File: src/mdv_params.svh
// constants of the multiply/divide unit: offsets, fields, resets, timing
`ifndef MDV_PARAMS_SVH
`define MDV_PARAMS_SVH

// ==========================================================================
// register map (byte addresses on the 32-bit bus)
`define MDV_ADR_W 8
`define MDV_OFS_BYTE0 8'h00
`define MDV_OFS_STATUS 8'h18
`define MDV_NUM_BYTES 6

// ==========================================================================
// status fields and reset values
`define MDV_BIT_ERR 7
`define MDV_BIT_OVF 6
`define MDV_STATUS_RESET 8'h00
`define MDV_BYTE_RESET 8'h00

// ==========================================================================
// timing: calculation times in system clock periods
`define MDV_CLK_NS 25
`define MDV_SYSTEM_CLOCK_PERIOD_NS 25
`define MDV_DIV32_SYSTEM_CLOCK_PERIOD 17
`define MDV_DIV16_SYSTEM_CLOCK_PERIOD 9
`define MDV_MUL_SYSTEM_CLOCK_PERIOD 11
`define MDV_CYC(t) (((t) * `MDV_SYSTEM_CLOCK_PERIOD_NS + `MDV_CLK_NS - 1) / `MDV_CLK_NS)
`define MDV_CNT_W 5

`endif

File: src/mdv_pkg.sv
// types of the multiply/divide unit
`default_nettype none
package mdv_pkg;
    typedef enum {SEQ_NONE, SEQ_W0, SEQ_W01, SEQ_W012, SEQ_W0123, SEQ_W01234, SEQ_W014, SEQ_W04,
        SEQ_W041} mdv_seq_e;
    typedef enum {OP_DIV32, OP_DIV16, OP_MUL} mdv_op_e;
endpackage
`default_nettype wire

File: src/mdv_mul_div_unit.sv
// multiply/divide unit with a classic wishbone register slave
//
// The implementer's own choices: the Wishbone interface to the registers and the address map.
`include "mdv_params.svh"
`timescale 1ns/100ps
`default_nettype none

module mdv_mul_div_unit
    import mdv_pkg::*;
(
    input wire logic clk_sys,
    input wire logic nrst,
    input wire logic [`MDV_ADR_W-1:0] adr_i,
    input wire logic [31:0] dat_i,
    output logic [31:0] dat_o,
    input wire logic we_i,
    input wire logic [3:0] sel_i,
    input wire logic stb_i,
    input wire logic cyc_i,
    output logic ack_o
);

    // ======================================================================
    // helpers
    function automatic mdv_seq_e seqStep(input mdv_seq_e s, input logic [2:0] i);
        seqStep = (i == 3'd0) ? SEQ_W0 : SEQ_NONE;
        unique case (s)
            SEQ_W0: begin
                if (i == 3'd1) seqStep = SEQ_W01;
                else if (i == 3'd4) seqStep = SEQ_W04;
            end
            SEQ_W01: begin
                if (i == 3'd2) seqStep = SEQ_W012;
                else if (i == 3'd4) seqStep = SEQ_W014;
            end
            SEQ_W012: begin
                if (i == 3'd3) seqStep = SEQ_W0123;
            end
            SEQ_W0123: begin
                if (i == 3'd4) seqStep = SEQ_W01234;
            end
            SEQ_W04: begin
                if (i == 3'd1) seqStep = SEQ_W041;
            end
            SEQ_NONE, SEQ_W01234, SEQ_W014, SEQ_W041: begin
            end
        endcase
    endfunction

    // quotient in the upper 32 bits, remainder in the lower 16
    function automatic logic [47:0] divide(input logic [31:0] n, input logic [15:0] d);
        logic [31:0] q;
        logic [31:0] r;
        q = 32'hffff_ffff;
        r = n;
        if (d != 16'h0000) begin
            q = n / {16'h0000, d};
            r = n % {16'h0000, d};
        end
        divide = {q, r[15:0]};
    endfunction

    function automatic logic [`MDV_CNT_W-1:0] cycOf(input mdv_op_e o);
        unique case (o)
            OP_DIV32: cycOf = `MDV_CNT_W'(`MDV_CYC(`MDV_DIV32_SYSTEM_CLOCK_PERIOD));
            OP_DIV16: cycOf = `MDV_CNT_W'(`MDV_CYC(`MDV_DIV16_SYSTEM_CLOCK_PERIOD));
            OP_MUL: cycOf = `MDV_CNT_W'(`MDV_CYC(`MDV_MUL_SYSTEM_CLOCK_PERIOD));
        endcase
    endfunction

    // ======================================================================
    // state
    logic [7:0] opReg [`MDV_NUM_BYTES];
    logic [7:0] next_opReg [`MDV_NUM_BYTES];
    mdv_seq_e seq, next_seq;
    mdv_op_e op, next_op;
    logic busy, next_busy;
    logic [`MDV_CNT_W-1:0] cnt, next_cnt;
    logic errFlag, next_errFlag;
    logic ovfFlag, next_ovfFlag;
    logic next_ack;
    logic [31:0] next_dat;

    logic req;
    logic hitOp;
    logic hitStat;
    logic wrOp;
    logic done;
    logic [2:0] idx;
    logic [31:0] mulProd;
    logic [47:0] div32Res;
    logic [47:0] div16Res;
    logic [15:0] divisor;

    // ======================================================================
    // bus decode
    assign req = cyc_i & stb_i & ~ack_o;
    assign idx = adr_i[4:2];
    assign hitOp = req && (adr_i < `MDV_OFS_STATUS) && (adr_i[1:0] == 2'b00);
    assign hitStat = req && (adr_i == `MDV_OFS_STATUS);
    // operand writes are dropped while busy so the running calculation stays intact
    assign wrOp = hitOp & we_i & sel_i[0] & ~busy;
    assign done = busy && (cnt == '0);

    // ======================================================================
    // arithmetic, byte 0 least significant
    assign divisor = {opReg[5], opReg[4]};
    assign mulProd = {opReg[1], opReg[0]} * {opReg[5], opReg[4]};
    assign div32Res = divide({opReg[3], opReg[2], opReg[1], opReg[0]}, divisor);
    assign div16Res = divide({16'h0000, opReg[1], opReg[0]}, divisor);

    // ======================================================================
    // sequencer and datapath
    always_comb begin
        next_opReg = opReg;
        next_seq = seq;
        next_op = op;
        next_busy = busy;
        next_cnt = cnt;
        next_errFlag = errFlag;
        next_ovfFlag = ovfFlag;
        if (wrOp) begin
            next_opReg[idx] = dat_i[7:0];
            next_seq = seqStep(seq, idx);
            if (idx == 3'd5) begin
                next_seq = SEQ_NONE;
                // only a byte5 write closing a known sequence starts work
                if (seq == SEQ_W01234) begin
                    next_busy = 1'b1;
                    next_op = OP_DIV32;
                    next_cnt = cycOf(OP_DIV32) - `MDV_CNT_W'(1);
                end else if (seq == SEQ_W014) begin
                    next_busy = 1'b1;
                    next_op = OP_DIV16;
                    next_cnt = cycOf(OP_DIV16) - `MDV_CNT_W'(1);
                end else if (seq == SEQ_W041) begin
                    next_busy = 1'b1;
                    next_op = OP_MUL;
                    next_cnt = cycOf(OP_MUL) - `MDV_CNT_W'(1);
                end
            end
        end
        if (busy) begin
            next_cnt = cnt - `MDV_CNT_W'(1);
            if (done) begin
                next_busy = 1'b0;
                next_cnt = '0;
                unique case (op)
                    OP_DIV32: begin
                        {next_opReg[3], next_opReg[2], next_opReg[1], next_opReg[0]} = div32Res[47:16];
                        {next_opReg[5], next_opReg[4]} = div32Res[15:0];
                        next_ovfFlag = (divisor == 16'h0000);
                    end
                    OP_DIV16: begin
                        {next_opReg[1], next_opReg[0]} = div16Res[31:16];
                        {next_opReg[5], next_opReg[4]} = div16Res[15:0];
                        next_ovfFlag = (divisor == 16'h0000);
                    end
                    OP_MUL: begin
                        {next_opReg[3], next_opReg[2], next_opReg[1], next_opReg[0]} = mulProd;
                        next_ovfFlag = (mulProd[31:16] != 16'h0000);
                    end
                endcase
            end
        end
        // clear first so a same-cycle set wins
        if (hitStat && !we_i && errFlag && !busy) begin
            next_errFlag = 1'b0;
        end
        if (hitOp && busy) begin
            next_errFlag = 1'b1;
        end
    end

    always_ff @(posedge clk_sys or negedge nrst) begin
        if (!nrst) begin
            for (int i = 0; i < `MDV_NUM_BYTES; i++) begin
                opReg[i] <= `MDV_BYTE_RESET;
            end
            seq <= SEQ_NONE;
            op <= OP_DIV32;
            busy <= 1'b0;
            cnt <= '0;
            errFlag <= 1'(`MDV_STATUS_RESET >> `MDV_BIT_ERR);
            ovfFlag <= 1'b0;
        end else begin
            opReg <= next_opReg;
            seq <= next_seq;
            op <= next_op;
            busy <= next_busy;
            cnt <= next_cnt;
            errFlag <= next_errFlag;
            ovfFlag <= next_ovfFlag;
        end
    end

    // ======================================================================
    // bus answer: one wait state, unmapped reads return zero
    always_comb begin
        next_ack = req;
        next_dat = 32'h0000_0000;
        if (hitOp && !we_i) begin
            next_dat = {24'h00_0000, opReg[idx]};
        end else if (hitStat && !we_i) begin
            next_dat = {24'h00_0000, errFlag, ovfFlag, 6'b00_0000};
        end
    end

    always_ff @(posedge clk_sys or negedge nrst) begin
        if (!nrst) begin
            ack_o <= 1'b0;
            dat_o <= 32'h0000_0000;
        end else begin
            ack_o <= next_ack;
            dat_o <= next_dat;
        end
    end

    // ======================================================================
    // checks
    logic [`MDV_CNT_W:0] runLen;
    logic [47:0] opFlat;
    assign opFlat = {opReg[5], opReg[4], opReg[3], opReg[2], opReg[1], opReg[0]};

    always_ff @(posedge clk_sys or negedge nrst) begin
        if (!nrst) begin
            runLen <= '0;
        end else begin
            runLen <= busy ? runLen + (`MDV_CNT_W+1)'(1) : '0;
        end
    end
endmodule
`default_nettype wire

File: config.mk
export PLATFORM = sky130hd
export DESIGN_NAME = mdv_mul_div_unit
export DESIGN_NICKNAME = d
export VERILOG_FILES = /design/src/mdv_pkg.sv /design/src/mdv_mul_div_unit.sv
export VERILOG_INCLUDE_DIRS = /design/src
export SDC_FILE = /design/constraint.sdc
export NUM_CORES = 2
export LEC_CHECK = 0
export ABC_CLOCK_PERIOD_IN_PS = 95200
export BUFFER_PORTS_ARGS = -buffer_cell sky130_fd_sc_hd__buf_2
export CORE_MARGIN = 5
export CORE_UTILIZATION = 55
export DETAILED_ROUTE_END_ITERATION = 12
export HOLD_SLACK_MARGIN = 0.05
export PLACE_DENSITY = 0.77
export SKIP_CTS_REPAIR_TIMING = 1
export SYNTH_ARGS = -nofsm -noshare
export SYNTH_HDL_FRONTEND = slang
export SYNTH_SLANG_ARGS = --single-unit
File: constraint.sdc
create_clock -name clk_sys -period 95.2 [get_ports clk_sys]
set_clock_uncertainty 0.2 [all_clocks]
set_input_delay 4.76 -clock clk_sys [delete_from_list [all_inputs] [get_ports clk_sys]]
set_output_delay 4.76 -clock clk_sys [all_outputs]
set_load 0.01 [all_outputs]
==> qor.txt <==
Status - completed
Io pins - 82
Worst-Skew Late Latency - 360 ps
Sequential element share of the synthesized area - 3.11%
Reg area - 1780 um2
Worst hold slack - 267 ps
Core area - 103,000 um2
Critical Path Fanout Max - 23
Final period util - 94.6%
EDFF count, synth - 0
Final Hold Viols - 0
FF+latch count, synth - 71
Placed cell count - 9,113
Pre-CTS setup slack - -402 ps
Synthesized area - 57,100 um2
Pre-antenna DRT Iters - 8
Synth unique cells - 149
Async SR Flop Fraction - 100%
Initial core utilization - 55.3%
CTS sink count - 71
Die X - 332 um
Port bufs - 30
Min Tclk post-route - 90,020 ps
Starting DRT DRC Count - 5,054
Synth top area share - 19.6%
Wire per inst - 19.6 um
Crit end category - flop
Most frequent cell after synthesis - ha_1
Final Non-Filler Cells - 9,190
TritonCTS buffer count - 9
Clock Path Buffers - 2
Worst path slowest cell - or4_1
Vias in the first global route - 56,900
Drc violations - 0
Initial antenna violation count - 11
CTS tree - yes
Clock slew at reported path FFs - 80 ps
Hold crit path type - reg -> reg
First-pass GRT wire length - 287 mm
ANT nets after route - 0
Crit-path max cell delay - 540 ps
Share of cells above drive strength 1 - 11.5%
Final-report max-slew violation count - 0
Layout area overhead - 6.87%
Top cell type by total area after synthesis - ha_1
Synthesized area per cell - 7.38 um2
Worst path arrival time - 90,060 ps
# Max-Cap Violations - 0
Total GRT Usage - 30.4%
Top cells by count, synth - ha_1 (893), nand2_1 (803), nor2_1 (629)
Die area - 110,000 um2
Area contributors post-synth - ha_1 (20%), fa_1 (6.9%), o21a_1 (5.3%), nand2_1 (5.3%), nor2_1 (4.1%)
H-Tree Depth - 3
Worst EP required - 95,240 ps
Cell chosen for the clock root - clkbuf_16
Dpl hpwl - 140 mm
Row count - 118
Post-route setup slack - 5180 ps
Fmax - 0.0111 GHz
Die span in y - 332 um
Final GP Congestion - 0.969
Util after Layout - 59.1%
Worst slew margin - 14.4%
Final setup fails - 0
Global-route congestion overflow total - 0
Setup CP Type - reg -> reg
Vias per inst - 6.56
Post-Syn Instances - 7,745
Layout fillers - 9,456
Area of the multi-input gates - 53,500 um2
Post-Route WL - 180 mm
Syn. warnings - 0
Final #Nets - 8,935
Most used cell, CP - o21a_1
Prevailing post-synth register cell - dfrtp_1
Startpoint types - flop
Slew @ Worst Pin - 1280 ps
Largest net degree at the start of global routing - 72
Via total after detailed routing - 60,300
stage by stage:
step	cell area [um2]	setup TNS, ps
after floorplan	57300	0
after global routing	61100	-3860
after global placement	59500	0
after CTS	59800	-6380
final	61100	0
after detailed placement	59500	-2330
worst max-delay path: cells and delay by family, from the launching register on:
kind	cells	cell delay, ps
AOI/OAI and AO/OA	269	55950
xor gates and xnor gates	1	150
adders and majority gates	30	9160
buffers and inverters	23	4000
DFF	1	350
muxes	8	2590
and+or+nand+nor	86	17260
area by class of cell:
cell class / instances / area share, %
Antenna cell: 8 / 0.0328
Multi-Input combinational cell: 7005 / 87.5
Tap cell: 1380 / 2.83
Clock inverter: 7 / 0.102
Timing Repair Buffer: 311 / 3.75
Sequential cell: 71 / 2.91
Inverter: 399 / 2.47
Clock buffer: 9 / 0.369
flip-flops by register name, summed over array words and instances (netlist names):
register,cells
ack_o,1
busy,1
cnt,5
dat_o,8
divisor,16
errFlag,1
op,2
opFlat,32
ovfFlag,1
seq,4
worst paths after layout:
path                                       from                    to  slack (ps)  depth (start not counted)
max reg2reg                divisor[0]$_DFF_PN0_  divisor[8]$_DFF_PN0_        5180                        417
max in group asynchronous                  nrst  divisor[2]$_DFF_PN0_       89690                          1
min                             ack_o$_DFF_PN0_       ack_o$_DFF_PN0_         270                          1
max                        divisor[0]$_DFF_PN0_  divisor[8]$_DFF_PN0_        5180                        417
min in group asynchronous                  nrst       ack_o$_DFF_PN0_        4310                          1
min reg2reg                     ack_o$_DFF_PN0_       ack_o$_DFF_PN0_         270                          1
per-layer routing:
layer / vias up / global-route usage (%) / wire length [um]
met5: - / 0 / 27
met3: 560 / 4.60 / 14600
li1: 28900 / - / -
met2: 2504 / 50.6 / 80400
met1: 28300 / 39.1 / 75600
met4: 4 / 13.8 / 9760
logic make-up after synthesis:
kind of cell	count (synthesis)	share of synthesized area [%]
and+or+nand+nor	2755	23.6
buffers and inverters	709	5.21
other	1	0.00656
muxes	335	6.51
xor gates and xnor gates	422	6.48
adders and majority gates	1091	26.5
AOI/OAI and AO/OA	2361	28.7
DFF	71	3.11
cells in the final DEF (no fill, tap or decap), types with 66 or more instances in the layout:
| cell type | instances |
|---|---|
| inv_1 | 379 |
| dfrtp_1 | 70 |
| mux2i_1 | 111 |
| nand3_1 | 131 |
| o31ai_1 | 242 |
| buf_4 | 277 |
| o21ai_0 | 301 |
| or2_2 | 80 |
| and2_1 | 102 |
| nand4_1 | 82 |
| ha_1 | 893 |
| xnor2_1 | 229 |
| fa_1 | 196 |
| xor2_1 | 192 |
| o21a_1 | 397 |
| or3_1 | 85 |
| o211ai_1 | 71 |
| mux2_2 | 189 |
| and3_1 | 66 |
| nor2_1 | 614 |
| nor3_1 | 413 |
| nand2_1 | 795 |
| a21o_1 | 194 |
| a21oi_1 | 441 |
Power is left out: the tool's default activity adds up to more than one toggle a clock period on the data nets, which glitch-free logic cannot reach.
